--- src/rxaf_pkg.sv ---
package rxaf_pkg;
   localparam int DA_BYTES = 6;
   localparam logic [8:0] IDX_MAX = 9'h1FF;
   localparam int NUM_WAKE = 4;
   localparam int MASK_LEN = 31;
   localparam logic [2:0] WFF_CMD_WORD = 3'h4;
   localparam logic [2:0] WFF_OFF_WORD = 3'h5;
   localparam logic [2:0] WFF_CRC_WORD = 3'h6;
   localparam int CMD_EN_BIT = 0;
   localparam int CMD_MCAST_BIT = 3;
   localparam int MCAST_BIT = 0;
   localparam int HASH_LSB = 26;
   localparam int FIFO_DEPTH = 16;
   localparam int FIFO_W = 9;
   localparam logic [31:0] CRC32_INIT = 32'hFFFFFFFF;
   localparam logic [31:0] CRC32_POLY = 32'hEDB88320;
   localparam logic [15:0] CRC16_INIT = 16'hFFFF;
   localparam logic [15:0] CRC16_POLY = 16'hA001;

   // Both CRCs shift LSB first, as bits leave the wire
   function automatic logic [31:0] crc32_byte(input logic [31:0] c,
                                              input logic [7:0] b);
      logic [31:0] r;
      r = c;
      for (int i = 0; i < 8; i++) begin
         r = (r[0] ^ b[i]) ? ((r >> 1) ^ CRC32_POLY) : (r >> 1);
      end
      return r;
   endfunction

   function automatic logic [15:0] crc16_byte(input logic [15:0] c,
                                              input logic [7:0] b);
      logic [15:0] r;
      r = c;
      for (int i = 0; i < 8; i++) begin
         r = (r[0] ^ b[i]) ? ((r >> 1) ^ CRC16_POLY) : (r >> 1);
      end
      return r;
   endfunction
endpackage

--- src/rxaf_byte_if.sv ---
`timescale 1ns/100ps
interface rxaf_byte_if;
   logic valid;
   logic [7:0] data;
   logic [8:0] idx;
   modport src (output valid, data, idx);
   modport snk (input valid, data, idx);
endinterface

--- src/rxaf_filter.sv ---
`timescale 1ns/100ps
// Operation
// - No mode bits: perfect match for all.
// - Group-hash bit: physical perfect, multicast hashed.
// - Both hash bits: hash every destination.
// - Inverse: reject station address, accept others.
// - Promiscuous accepts every frame, broadcasts included.
// - Pass-all-multicast accepts all multicast except broadcasts under broadcast reject.
// - First received bit marks multicast destination.
// - Perfect match uses full 48-bit station address.
// - Upper six CRC bits index hash table.
// - Index top bit picks high/low hash word.
// - Failing frames never enter receive path.
// - Wake mode suspends reception, checks patterns only.
// - Wake hit sets status, drives irq/power event.
// - Clearing wake enable resumes normal reception in D0.
// - Four filters, address check plus CRC match.
// - Mask bit j selects byte offset plus j.
// - D1 forces wake detection; D0 follows enable.
// - Broadcast wake frames ignore broadcast reject.
// - Filter word order: masks, command, offsets, CRCs.
// - Command bit0 enables, bit3 picks multicast.
// - Programmed CRC-16 equal computed CRC means hit.
// - Offset is byte count from destination start.
module rxaf_filter
   import rxaf_pkg::*;
(
   input wire logic clk,
   input wire logic reset_n,
   input wire logic rx_valid,
   input wire logic [7:0] rx_data,
   input wire logic rx_last,
   output logic rx_ready,
   input wire logic accept_all_frames,
   input wire logic pass_all_multicast,
   input wire logic inverse_address_match,
   input wire logic hash_for_all_destinations,
   input wire logic hash_for_group_destinations,
   input wire logic broadcast_reject,
   input wire logic [15:0] station_addr_hi,
   input wire logic [31:0] station_addr_lo,
   input wire logic [31:0] hash_table_hi,
   input wire logic [31:0] hash_table_lo,
   input wire logic wake_frame_filter_we,
   input wire logic [31:0] wake_frame_filter_port,
   input wire logic wake_pattern_enable,
   input wire logic power_state_d1,
   input wire logic wake_irq_enable,
   input wire logic wake_event_enable,
   input wire logic wake_seen_clear,
   output logic wake_pattern_seen,
   output logic host_irq,
   output logic power_event_output,
   output logic out_valid,
   output logic [7:0] out_data,
   output logic out_last,
   input wire logic out_ready
);
   typedef enum logic [1:0] {ST_ADDR, ST_DRAIN, ST_PASS, ST_DROP}
      rxaf_st_t;
   typedef struct packed {
      rxaf_st_t st;
      logic [8:0] idx;
      logic [47:0] da;
      logic [31:0] crc;
      logic [2:0] dcnt;
      logic tail;
      logic rdy;
      logic [2:0] wp;
      logic [7:0][31:0] wff;
      logic chk;
      logic seen;
      logic irq;
      logic pev;
   } rxaf_state_t;
   localparam logic [4:0] LVL_SAFE = 5'(FIFO_DEPTH - 1);
   localparam logic [2:0] DA_LAST = 3'(DA_BYTES - 1);

   rxaf_state_t s_q, s_d;
   rxaf_byte_if feed ();
   logic take, wake_on, decide, acc;
   logic is_mc, is_bc, perfect, hash_hit, wake_hit;
   logic [47:0] da_n, station;
   logic [63:0] hash_tbl;
   logic [31:0] crc_n;
   logic [NUM_WAKE-1:0] hit, type_ok;
   logic fifo_push, fifo_rdy;
   logic [FIFO_W-1:0] fifo_din, fifo_dout;
   logic [4:0] fifo_lvl;

   assign take = rx_valid && s_q.rdy;
   // A level, so dropping the enable takes effect at the next frame
   assign wake_on = wake_pattern_enable || power_state_d1;
   assign da_n = {rx_data, s_q.da[47:8]};
   assign crc_n = crc32_byte(s_q.crc, rx_data);
   assign station = {station_addr_hi, station_addr_lo};
   assign hash_tbl = {hash_table_hi, hash_table_lo};
   assign is_mc = da_n[MCAST_BIT];
   assign is_bc = &da_n;
   assign perfect = da_n == station;
   assign hash_hit = hash_tbl[crc_n[31:HASH_LSB]];
   assign decide = take && s_q.st == ST_ADDR
      && s_q.idx == 9'(DA_LAST);

   always_comb begin
      if (accept_all_frames) begin
         acc = 1'b1;
      end else if (is_bc && broadcast_reject) begin
         acc = 1'b0;
      end else if (pass_all_multicast && is_mc) begin
         acc = 1'b1;
      end else if (inverse_address_match) begin
         acc = !perfect;
      end else if (hash_for_all_destinations
                   && hash_for_group_destinations) begin
         acc = hash_hit;
      end else if (hash_for_group_destinations && is_mc) begin
         acc = hash_hit;
      end else begin
         acc = perfect;
      end
   end

   assign feed.valid = take;
   assign feed.data = rx_data;
   assign feed.idx = s_q.idx;

   genvar i;
   generate
      for (i = 0; i < NUM_WAKE; i++) begin : g_wake
         rxaf_wake_filter i_rxaf_wake_filter (
            .clk(clk),
            .reset_n(reset_n),
            .bus(feed),
            .mask(s_q.wff[i][MASK_LEN-1:0]),
            .offset(s_q.wff[WFF_OFF_WORD][8*i +: 8]),
            .pattern(s_q.wff[WFF_CRC_WORD + 3'(i/2)][16*(i%2) +: 16]),
            .hit(hit[i])
         );
         // Broadcast reject plays no part here
         assign type_ok[i] = s_q.wff[WFF_CMD_WORD][8*i + CMD_MCAST_BIT]
            ? s_q.da[MCAST_BIT] : (s_q.da == station);
      end
   endgenerate

   always_comb begin
      wake_hit = 1'b0;
      for (int k = 0; k < NUM_WAKE; k++) begin
         if (s_q.wff[WFF_CMD_WORD][8*k + CMD_EN_BIT] && type_ok[k]
             && hit[k]) begin
            wake_hit = 1'b1;
         end
      end
   end

   always_comb begin
      s_d = s_q;
      s_d.chk = 1'b0;
      fifo_push = 1'b0;
      fifo_din = '0;
      if (wake_frame_filter_we) begin
         s_d.wff[s_q.wp] = wake_frame_filter_port;
         s_d.wp = s_q.wp + 1'b1;
      end
      if (take) begin
         s_d.idx = (s_q.idx == IDX_MAX) ? s_q.idx : s_q.idx + 1'b1;
         if (s_q.st == ST_ADDR) begin
            s_d.da = da_n;
            s_d.crc = crc_n;
         end
         if (s_q.st == ST_PASS) begin
            fifo_push = 1'b1;
            fifo_din = {rx_last, rx_data};
         end
         if (decide) begin
            // Wake mode never lets a frame through
            s_d.st = (acc && !wake_on) ? ST_DRAIN : ST_DROP;
            s_d.tail = rx_last;
         end
         if (rx_last) begin
            s_d.idx = '0;
            s_d.crc = CRC32_INIT;
            s_d.chk = wake_on;
            if (s_d.st != ST_DRAIN) begin
               s_d.st = ST_ADDR;
            end
         end
      end
      // Held address bytes go out first while the input is stalled
      if (s_q.st == ST_DRAIN && fifo_rdy) begin
         fifo_push = 1'b1;
         fifo_din = {s_q.tail && s_q.dcnt == DA_LAST,
                     s_q.da[8*s_q.dcnt +: 8]};
         s_d.dcnt = s_q.dcnt + 1'b1;
         if (s_q.dcnt == DA_LAST) begin
            s_d.dcnt = '0;
            s_d.st = s_q.tail ? ST_ADDR : ST_PASS;
         end
      end
      // Setting wins over a clear in the same cycle
      s_d.seen = (s_q.seen && !wake_seen_clear)
         || (s_q.chk && wake_hit);
      s_d.irq = s_d.seen && wake_irq_enable;
      s_d.pev = s_d.seen && wake_event_enable;
      // One free slot is kept because ready is a cycle late
      s_d.rdy = (s_d.st == ST_ADDR) || (s_d.st == ST_DROP)
         || (s_d.st == ST_PASS && fifo_lvl < LVL_SAFE);
   end

   always_ff @(posedge clk) begin
      if (!reset_n) begin
         s_q <= '{st: ST_ADDR, crc: CRC32_INIT, rdy: 1'b1, default: '0};
      end else begin
         s_q <= s_d;
      end
   end

   rxaf_fifo #(
      .W(FIFO_W),
      .DEPTH(FIFO_DEPTH)
   ) i_rxaf_fifo (
      .clk(clk),
      .reset_n(reset_n),
      .in_valid(fifo_push),
      .in_data(fifo_din),
      .in_ready(fifo_rdy),
      .level(fifo_lvl),
      .out_valid(out_valid),
      .out_data(fifo_dout),
      .out_ready(out_ready)
   );

   assign out_data = fifo_dout[7:0];
   assign out_last = fifo_dout[8];
   assign rx_ready = s_q.rdy;
   assign wake_pattern_seen = s_q.seen;
   assign host_irq = s_q.irq;
   assign power_event_output = s_q.pev;

   logic no_mode;
   assign no_mode = !(pass_all_multicast || accept_all_frames
      || inverse_address_match || hash_for_all_destinations
      || hash_for_group_destinations);
endmodule

--- src/rxaf_fifo.sv ---
`timescale 1ns/100ps
module rxaf_fifo #(
   parameter int W = 9,
   parameter int DEPTH = 16
) (
   input wire logic clk,
   input wire logic reset_n,
   input wire logic in_valid,
   input wire logic [W-1:0] in_data,
   output logic in_ready,
   output logic [$clog2(DEPTH):0] level,
   output logic out_valid,
   output logic [W-1:0] out_data,
   input wire logic out_ready
);
   localparam int AW = $clog2(DEPTH);
   localparam logic [AW:0] FULL = (AW+1)'(DEPTH);
   typedef struct packed {
      logic [DEPTH-1:0][W-1:0] mem;
      logic [AW-1:0] wp;
      logic [AW-1:0] rp;
      logic [AW:0] cnt;
      logic irdy;
      logic ov;
      logic [W-1:0] od;
   } rxaf_fifo_state_t;
   localparam rxaf_fifo_state_t RST = '{irdy: 1'b1, default: '0};
   rxaf_fifo_state_t s_q, s_d;
   logic push, pop;

   always_comb begin
      s_d = s_q;
      push = in_valid && s_q.irdy;
      pop = (s_q.cnt != '0) && (!s_q.ov || out_ready);
      if (out_ready) begin
         s_d.ov = 1'b0;
      end
      if (pop) begin
         s_d.od = s_q.mem[s_q.rp];
         s_d.ov = 1'b1;
         s_d.rp = s_q.rp + 1'b1;
      end
      if (push) begin
         s_d.mem[s_q.wp] = in_data;
         s_d.wp = s_q.wp + 1'b1;
      end
      s_d.cnt = s_q.cnt + (AW+1)'(push) - (AW+1)'(pop);
      // Registered ready stays exact: a pop can only add room
      s_d.irdy = s_d.cnt < FULL;
   end

   always_ff @(posedge clk) begin
      if (!reset_n) begin
         s_q <= RST;
      end else begin
         s_q <= s_d;
      end
   end

   assign in_ready = s_q.irdy;
   assign level = s_q.cnt;
   assign out_valid = s_q.ov;
   assign out_data = s_q.od;
endmodule

--- src/rxaf_wake_filter.sv ---
`timescale 1ns/100ps
module rxaf_wake_filter
   import rxaf_pkg::*;
(
   input wire logic clk,
   input wire logic reset_n,
   rxaf_byte_if.snk bus,
   input wire logic [MASK_LEN-1:0] mask,
   input wire logic [7:0] offset,
   input wire logic [15:0] pattern,
   output logic hit
);
   typedef struct packed {
      logic [15:0] crc;
   } rxaf_wf_state_t;
   rxaf_wf_state_t s_q, s_d;
   logic [8:0] rel;
   logic [15:0] base;
   logic in_win;

   always_comb begin
      s_d = s_q;
      rel = bus.idx - {1'b0, offset};
      in_win = (bus.idx >= {1'b0, offset}) && (rel < 9'(MASK_LEN))
         && mask[rel[4:0]];
      base = (bus.idx == '0) ? CRC16_INIT : s_q.crc;
      if (bus.valid) begin
         s_d.crc = in_win ? crc16_byte(base, bus.data) : base;
      end
   end

   always_ff @(posedge clk) begin
      if (!reset_n) begin
         s_q <= '{crc: CRC16_INIT};
      end else begin
         s_q <= s_d;
      end
   end

   assign hit = s_q.crc == pattern;
endmodule

--- config.mk ---
export PLATFORM = sky130hd
export DESIGN_NAME = rxaf_filter
export DESIGN_NICKNAME = d
export VERILOG_FILES = /design/src/rxaf_pkg.sv /design/src/rxaf_byte_if.sv /design/src/rxaf_filter.sv /design/src/rxaf_fifo.sv /design/src/rxaf_wake_filter.sv
export SDC_FILE = /design/constraint.sdc
export NUM_CORES = 2
export LEC_CHECK = 0
export BUFFER_PORTS_ARGS = -buffer_cell sky130_fd_sc_hd__buf_2
export CELL_PAD_IN_SITES_DETAIL_PLACEMENT = 0
export CELL_PAD_IN_SITES_GLOBAL_PLACEMENT = 1
export CORE_MARGIN = 2
export CORE_UTILIZATION = 38
export DETAILED_ROUTE_END_ITERATION = 10
export MAX_ROUTING_LAYER = met4
export PLACE_DENSITY = 0.65
export SLEW_MARGIN = 15
export SYNTH_ARGS = -nofsm -noshare
export SYNTH_HDL_FRONTEND = slang
export SYNTH_SLANG_ARGS = --single-unit
--- constraint.sdc ---
create_clock -name clk -period 4.95 [get_ports clk]
set_clock_uncertainty 0.05 [all_clocks]
set_input_delay 0.2475 -clock clk [delete_from_list [all_inputs] [get_ports clk]]
set_output_delay 0.2475 -clock clk [all_outputs]
set_load 0.01 [all_outputs]
# Word level (Yosys, flattened, before mapping)
# Cells that the tools add are included.
[totals]
memories = 0
ff_bits = 591
romBits = 0
mem_bits_rw = 0
latch_bits = 0
output_inout_bits = 14
wordCells = 330
in_bits = 169
[classes]
n_div = 0
addsub = 11
multipliers = 0
mux = 101
n_reduce_logical = 56
magnitude_cmp = 20
n_eq_ne = 15
shift = 1
bitwise = 80
[ops]
columns = ["cell", "count"]
rows = [
  ["two-way mux 16 bit", 40],
  ["two-way mux 32 bit", 10],
  ["bitwise mux 256 bit", 1],
  ["bitwise mux 144 bit", 1],
  ["NOT 13 -> 14 bit", 8],
  ["demux 32 bit (select 3 bit)", 1],
  ["equality test 48 bit", 2],
  ["NOT 2 -> 3 bit", 32],
  ["two-way mux 91 bit", 1],
  ["two-way mux 80 bit", 1],
  ["equality test 16 bit", 4],
  ["two-way mux 9 bit", 6],
  ["AND reduction 48 bit", 1],
  ["variable part select 48 x 7 -> 8 bit", 1],
  ["bitwise XOR 1 bit", 40],
  ["binary-select mux 9 bit (select 4 bit)", 1],
  ["demux 9 bit (select 4 bit)", 1],
  ["greater-or-equal comparator 9 x 8 -> 1 bit", 4],
  ["< comparator 9 x 5 -> 1 bit, second input constant", 4],
  ["subtractor 9 x 8 -> 9 bit", 4],
  ["logical AND 1 bit", 35],
  ["< comparator 5 x 6 -> 1 bit, second input constant", 4],
  ["two-way mux 1 bit", 23],
  ["binary-select mux 1 bit (select 5 bit)", 4],
  ["32 further kinds", 55],
]

# Depth between registers and ports, before layout
[logic_depth]
depth_word = 37
mapped_depth = 18

# Modules after synthesis
# From an unflattened synthesis, not the netlist that was laid out.
[hier_totals]
hier_cells = 3761
area_unflattened_um2 = 32469.9
[modules_own_cells]
columns = ["mod", "area_per_inst_um2", "cells_each", "n_inst", "seq_area_each_um2"]
rows = [
  ["rxaf_filter", 16587.2, 2063, 1, 6626.4],
  ["rxaf_wake_filter", 2001.9, 220, 4, 320.3],
  ["rxaf_fifo", 7875.1, 818, 1, 3363.2],
]

# Worst setup path after synthesis
# OpenSTA, ideal clock, no wires.
[synth_path]
kind = "register to register"
start = "register s_q, in the netlist feed.idx[0]"
end = "register g_wake[2].i_rxaf_wake_filter.s_q[14] (netlist bit)"
n_path_buf = 2
required_time_ps = 4767
path_stages_with_launch = 15
slack_ps = 1146
arrival_time_ps = 3622
cell_sequence = "dfxtp_1 > inv_1 > ha_1 > inv_1 > fa_1 > clkbuf_1 > mux4_2 > mux4_2 > mux2_2 > o21ai_0 > a311oi_1 > o21ai_0 > nand2_1 > clkbuf_1 > a2bb2oi_1"
[synth_via]
elab_chain_cells = 18
word_cells_on_any_way = 31
classes_between = "add/sub: 1; order compare: 2; mux: 12; bitwise: 13; reduce/logical: 3"
[synth_lines]
columns = ["item", "line_no", "source"]
rows = [
  ["from (decl)", "rxaf_filter.sv:79", "rxaf_state_t s_q, s_d;"],
  ["from (signal assigned)", "rxaf_filter.sv:212", "s_q <= '{st: ST_ADDR, crc: CRC32_INIT, rdy: 1'b1, default: '0};"],
  ["from (signal assigned)", "rxaf_filter.sv:214", "s_q <= s_d;"],
  ["zero test 9 bit", "rxaf_wake_filter.sv:26", "base = (bus.idx == '0) ? CRC16_INIT : s_q.crc;"],
  ["two-way mux 16 bit", "rxaf_wake_filter.sv:26", ""],
  ["bitwise XOR 1 bit / NOT 2 -> 3 bit (equally long branches)", "-", ""],
  ["two-way mux 16 bit", "rxaf_pkg.sv:36", "r = (r[0] ^ b[i]) ? ((r >> 1) ^ CRC16_POLY) : (r >> 1);"],
  ["bitwise XOR 1 bit", "rxaf_pkg.sv:36", ""],
  ["two-way mux 16 bit", "rxaf_pkg.sv:36", ""],
  ["bitwise XOR 1 bit", "rxaf_pkg.sv:36", ""],
  ["two-way mux 16 bit", "rxaf_pkg.sv:36", ""],
  ["bitwise XOR 1 bit", "rxaf_pkg.sv:36", ""],
  ["two-way mux 16 bit", "rxaf_pkg.sv:36", ""],
  ["bitwise XOR 1 bit", "rxaf_pkg.sv:36", ""],
  ["two-way mux 16 bit", "rxaf_pkg.sv:36", ""],
  ["bitwise XOR 1 bit", "rxaf_pkg.sv:36", ""],
  ["two-way mux 16 bit", "rxaf_pkg.sv:36", ""],
  ["bitwise XOR 1 bit", "rxaf_pkg.sv:36", ""],
  ["two-way mux 16 bit (2 in a row)", "rxaf_pkg.sv:36", ""],
  ["two-way mux 16 bit (*)", "rxaf_wake_filter.sv:28", "s_d.crc = in_win ? crc16_byte(base, bus.data) : base;"],
  ["to (signal assigned)", "rxaf_wake_filter.sv:34", "s_q <= '{crc: CRC16_INIT};"],
  ["to (decl)", "rxaf_wake_filter.sv:16", "rxaf_wf_state_t s_q, s_d;"],
]
# Mark *: on every way between the ends. The rest lies on a longest branch, timed or not. The select of a mux whose other input is x is not followed.
# A chain may end at the register's enable or synchronous reset.

# Final worst setup path
[layout_path]
start = "input port rx_data[2]"
end = "register s_q, in the netlist rx_ready"
[layout_via]
elab_chain_cells = 32
word_cells_on_any_way = 39
classes_between = "eq/ne: 4; mux: 22; bitwise: 5; reduce/logical: 8"
[layout_lines]
columns = ["item", "line_no", "source"]
rows = [
  ["from (decl)", "rxaf_filter.sv:31", "input wire logic [7:0] rx_data,"],
  ["bitwise XOR 1 bit", "rxaf_pkg.sv:26", "r = (r[0] ^ b[i]) ? ((r >> 1) ^ CRC32_POLY) : (r >> 1);"],
  ["two-way mux 32 bit", "rxaf_pkg.sv:26", ""],
  ["NOT 13 -> 14 bit (no line)", "-", ""],
  ["two-way mux 32 bit", "rxaf_pkg.sv:26", ""],
  ["NOT 13 -> 14 bit (no line)", "-", ""],
  ["two-way mux 32 bit (2 in a row)", "rxaf_pkg.sv:26", ""],
  ["NOT 13 -> 14 bit (no line)", "-", ""],
  ["two-way mux 32 bit", "rxaf_pkg.sv:26", ""],
  ["[15 not listed]", "-", ""],
  ["two-way mux 2 bit", "rxaf_filter.sv:184", "if (s_d.st != ST_DRAIN) begin"],
  ["two-way mux 11 bit (*)", "rxaf_filter.sv:180", "if (rx_last) begin"],
  ["two-way mux 91 bit (*)", "rxaf_filter.sv:165", "if (take) begin"],
  ["two-way mux 2 bit", "rxaf_filter.sv:195", "if (s_q.dcnt == DA_LAST) begin"],
  ["two-way mux 2 bit (*)", "rxaf_filter.sv:190", "if (s_q.st == ST_DRAIN && fifo_rdy) begin"],
  ["equality test 2 bit (tied with other cells)", "rxaf_filter.sv:206", "s_d.rdy = (s_d.st == ST_ADDR) || (s_d.st == ST_DROP)"],
  ["logical OR 1 bit / logical AND 1 bit (equally long branches)", "rxaf_filter.sv:206, rxaf_filter.sv:207", ""],
  ["logical OR 1 bit (*)", "rxaf_filter.sv:207", "|| (s_d.st == ST_PASS && fifo_lvl < LVL_SAFE);"],
]
# Marks and branches as above.

==> results.txt <==
The flow ran to the end, and the final reports show no timing, DRC or antenna violations. The critical path endpoint category is a flop. Entering global routing, the biggest net connects 204 pins. Once detailed placement completed, the half-perimeter wirelength came to 65.57 mm.

The cell type with the highest occurrence count on the critical path is o21ai_1. The synthesized netlist net count is 3,553. The dominant cell by count in the synthesized netlist is nand2_1. The setup TNS after final layout is 0 ns. The number of buffers inserted by port buffering came out at 182. The clock insertion delay at the later pin of the skew report came out at 0.61 ns. The filler cell count in the final layout came out at 7,350. The core utilization of the finished layout is 43.88%.

The worst hold path belongs to the class in2reg. The instance area after placement is 30,200 um^2. The reg-to-reg startpoint is s_q[270]. The area of the core region is 74,320 um^2. The area of the mapped netlist came out at 28,460 um^2. The worst setup path is launched from an input port. Yosys mapped the design onto 78 distinct sky130hd cell types. By count the netlist is led by 668 x nand2_1, 563 x dfxtp_1, 337 x a21oi_1, 311 x xnor2_1, 293 x nor2_1.

The critical path buffer and inverter count is 2. Counting I/O delays and the setup requirement, the final critical path takes 4.726 ns. The number of slew-limit violations in the final report is 0. The fmax came out at 211.6 MHz.

The final estimated routing congestion in global placement came out at 0.9080. The remaining max-slew budget at the tightest pin came out at 25.64%. The number of antenna violations at the first check in global routing is 8.

The critical path goes through dlygate4sd3_1, buf_2, xnor2_4, xnor3_2, xnor2_2, mux2i_4, nand2_1, nand4_1, o21ai_1, a2111oi_1, o41ai_2, a21oi_1, o21ai_1, ha_1, a311o_1. The number of instances in the synthesized netlist came out at 3,328. In this run the power spent charging and discharging nets is 3.762 mW. After synthesis, the cell types taking the most area are dfxtp_1 40%, xnor2_1 9.6%, nand2_1 8.8%. The total leakage power is 10.92 nW. In the finished design, the share of the clock period the worst path needs comes to 95.48%.

The total clock buffers created by CTS is 66. The post-detailed-route via-to-cell ratio came out at 5.406. The post-layout total power is 12.45 mW. The kind of cell with the highest combined delay on the critical path is compound AO/OA/AOI/OAI gates. The largest stage delay on the critical path came out at 0.79 ns. The remaining global-route overflow came out at 0. The area growth from synthesis to final layout came out at 14.59%. The average detailed-routed wire length per instance came out at 21.33 um. The highest net fanout along the worst path came out at 11. The register-to-register setup slack came out at 0.23 ns.

The worst reg2reg path endpoint is rx_ready. The clock input transition at the sequential cells of the worst setup and hold paths came out at 0.06 ns. The post-synthesis async set-or-reset flop share came out at 0%. Yosys mapped a number of flops with a built-in enable equal to 0. Each instance of the synthesized netlist takes up on average 8.551 um^2. The post-CTS setup repair buffer count is 0. The path with the worst hold slack has its endpoint at s_q[83]. The combinational cell fraction of total power came out at 21.5%. Once the floorplan was initialized, standard cells occupied 38.29% of the core. Setup repair after global routing left no endpoint under its margin.

The required time of the worst setup path came out at 5.38 ns. The cell sitting at the root of the clock tree is a clkbuf_16. Cell internal power was estimated by the tool at 8.684 mW. 183 I/O pins were placed.

Summing all multi-input logic gate instances after layout gives 15,970 um^2. The switching part of the total is 30.23%. The number of global-route vias before repair came out at 23,527.

The final instance area is 32,610 um^2. The predominant post-synthesis flop cell is dfxtp_1. The number of synthesis warnings is 0. In the routed design, unresolved DRC markers number 0. Cells with a size suffix above 1 make up 13.89% of the layout.

The clock tree buffer depth is 3. The die area is 77,100 um^2. The critical path is of the in2reg type. The length of the first detailed-routing pass in iterations came out at 6. The y dimension of the die is 277.7 um. The die width came out at 277.7 um. The number of instances on the worst hold path is 3. The post-synthesis sequential area ratio is 39.60%. The final-report hold violation count is 0. The net count reported at finish is 3,650. Max-cap violations in this run came to 0. The number of H-tree levels came out at 3.

The TritonCTS clock tree is built. The maximum vdd ir drop came out at 208.3 uV. Setup violations remaining at the end of the flow were counted as 0. The sink count of the clock tree is 563.

Post-CTS repair changed the size of 0 cells. The number of cells traversed by the worst register-to-register path came out at 13. The number of flip-flops and latches in the synthesized netlist came out at 563. Summing all flip-flop and latch instances after layout gives 11,270 um^2. The proportion of netlist area held by the largest area contributor is 39.60%. The largest total area in the synthesized netlist belongs to dfxtp_1. Row generation in the floorplan step produced 100 rows. The start point of the worst hold path is wake_frame_filter_port[15]. The first routing iteration left 1,909 violations. For this block, the via count after detailed routing is 24,033. The endpoint arrival time on the critical path came out at 5.16 ns. The power per cell area came out at 381.7 nW/um^2. The clock network power share is 39.4%. The share of power burned in registers came out at 39.1%. The measured slew at the worst slew-check pin is 1.107 ns.

The count of nets left with antenna violations once routing finished came out at 0. The slowest stage of the critical path is the a2111oi_1 cell. The first global-routing pass estimated 144.0 mm of wire. The overall routed net length is 94.82 mm.

The number of hold-repair buffers added at the cts stage came out at 22. The total track usage came out at 24.92%.
logic make-up (layout without fill, tap and decap cells):
kind of cell               Yosys count  count (layout)  share of synthesized area, %
and+or+nand+nor                   1160            1160                         16.92
AOI/OAI and AO/OA                  709             709                         15.59
DFF                                563             563                         39.60
xor gates and xnor gates           382             382                         12.31
buffers and inverters              324             466                         4.537
muxes                              134             134                         8.441
adders and majority gates           56              56                         2.594
other                                0               7                             0
worst reg2reg max path, stage by stage, from the launching register on:
cell and delay, ns:
dfxtp_1 0.39, xnor2_4 0.32, xnor3_2 0.54, xnor2_2 0.62
mux2i_4 0.51, nand2_1 0.09, nand4_1 0.09, o21ai_1 0.09
a2111oi_1 0.79, o41ai_2 0.24, a21oi_1 0.23, o21ai_1 0.08
ha_1 0.30, a311o_1 0.26
layout by cell type, fill, tap and decap left out, drive strengths merged, types with 13 or more instances in the layout:
cell           n
nand2        669
dfxtp        563
a21oi        337
xnor2        316
nor2         293
buf          253
a211oi       150
clkbuf        85
mux4          82
inv           80
xor2          61
nand4         56
ha            51
o21ai         45
mux2i         44
o211ai        35
nand3         30
nor3          26
o22ai         25
dlygate4sd3   22
nand2b        21
a21o          17
a22oi         16
o22a          16
clkinv        15
and3          13
nor2b         13
cell type report:
class / instances / area share, %
antenna: 7 / 0.05371
clock buffer: 85 / 5.529
clock inverter: 28 / 1.090
inverter: 78 / 0.9208
multi-input combinational: 2441 / 48.98
sequential: 563 / 34.57
tap: 969 / 3.718
timing repair buffer: 275 / 5.141
worst max-delay path by stage:
stage | endpoint | slack (ns) | startpoint | depth (start not counted)
2_1_floorplan | g_wake[2].i_rxaf_wake_filter.s_q[14] | 1.15 | feed.idx[0] | 14
4_1_cts | rx_ready | 0.26 | s_q[270] | 13
6_report | rx_ready | 0.22 | rx_data[2] | 15
3_3_place_gp | rx_ready | 0.24 | rx_data[2] | 14
5_1_grt | rx_ready | 0.11 | s_q[270] | 13
3_5_place_dp | rx_ready | 0.23 | rx_data[2] | 14
per-layer routing:
layer / GRT usage (%) / share of wire (%) / up-vias
met5: - / 0 / -
met4: 9.231 / 3.8 / 0
li1: - / - / 11636
met2: 38.83 / 46 / 677
met3: 4.110 / 5.5 / 200
met1: 32.56 / 45 / 11520
state kept, by name, summed over array words and instances, names as in the netlist, 5 cells and up:
register                       count
s_q                              278
i_rxaf_fifo.s_q                  152
g_wake.i_rxaf_wake_filter.s_q     64
da_n                              40
feed.idx                           9
i_rxaf_fifo.out_data               9
i_rxaf_fifo.level                  5
power by group through the flow:
stage,sequential [mW],combinational (mW),clock (mW)
2_1_floorplan,4.84,1.98,0
3_3_place_gp,4.96,2.65,0
3_5_place_dp,4.96,2.67,0
4_1_cts,4.87,2.69,5.04
5_1_grt,4.89,2.90,5.20
6_report,4.86,2.68,4.91
stage by stage:
stage               setup slack [ns]  instances  hold slack [ns]
detailed placement            0.2262       4304           0.3933
CTS                           0.2596       4439         0.003629
floorplan                      1.146       3328           0.3192
global route                  0.1050       4446          0.01786
global placement              0.2377       4304           0.3883
finish                        0.2238       4446          0.03605
Note: power is estimated with default switching activity, not from simulation.
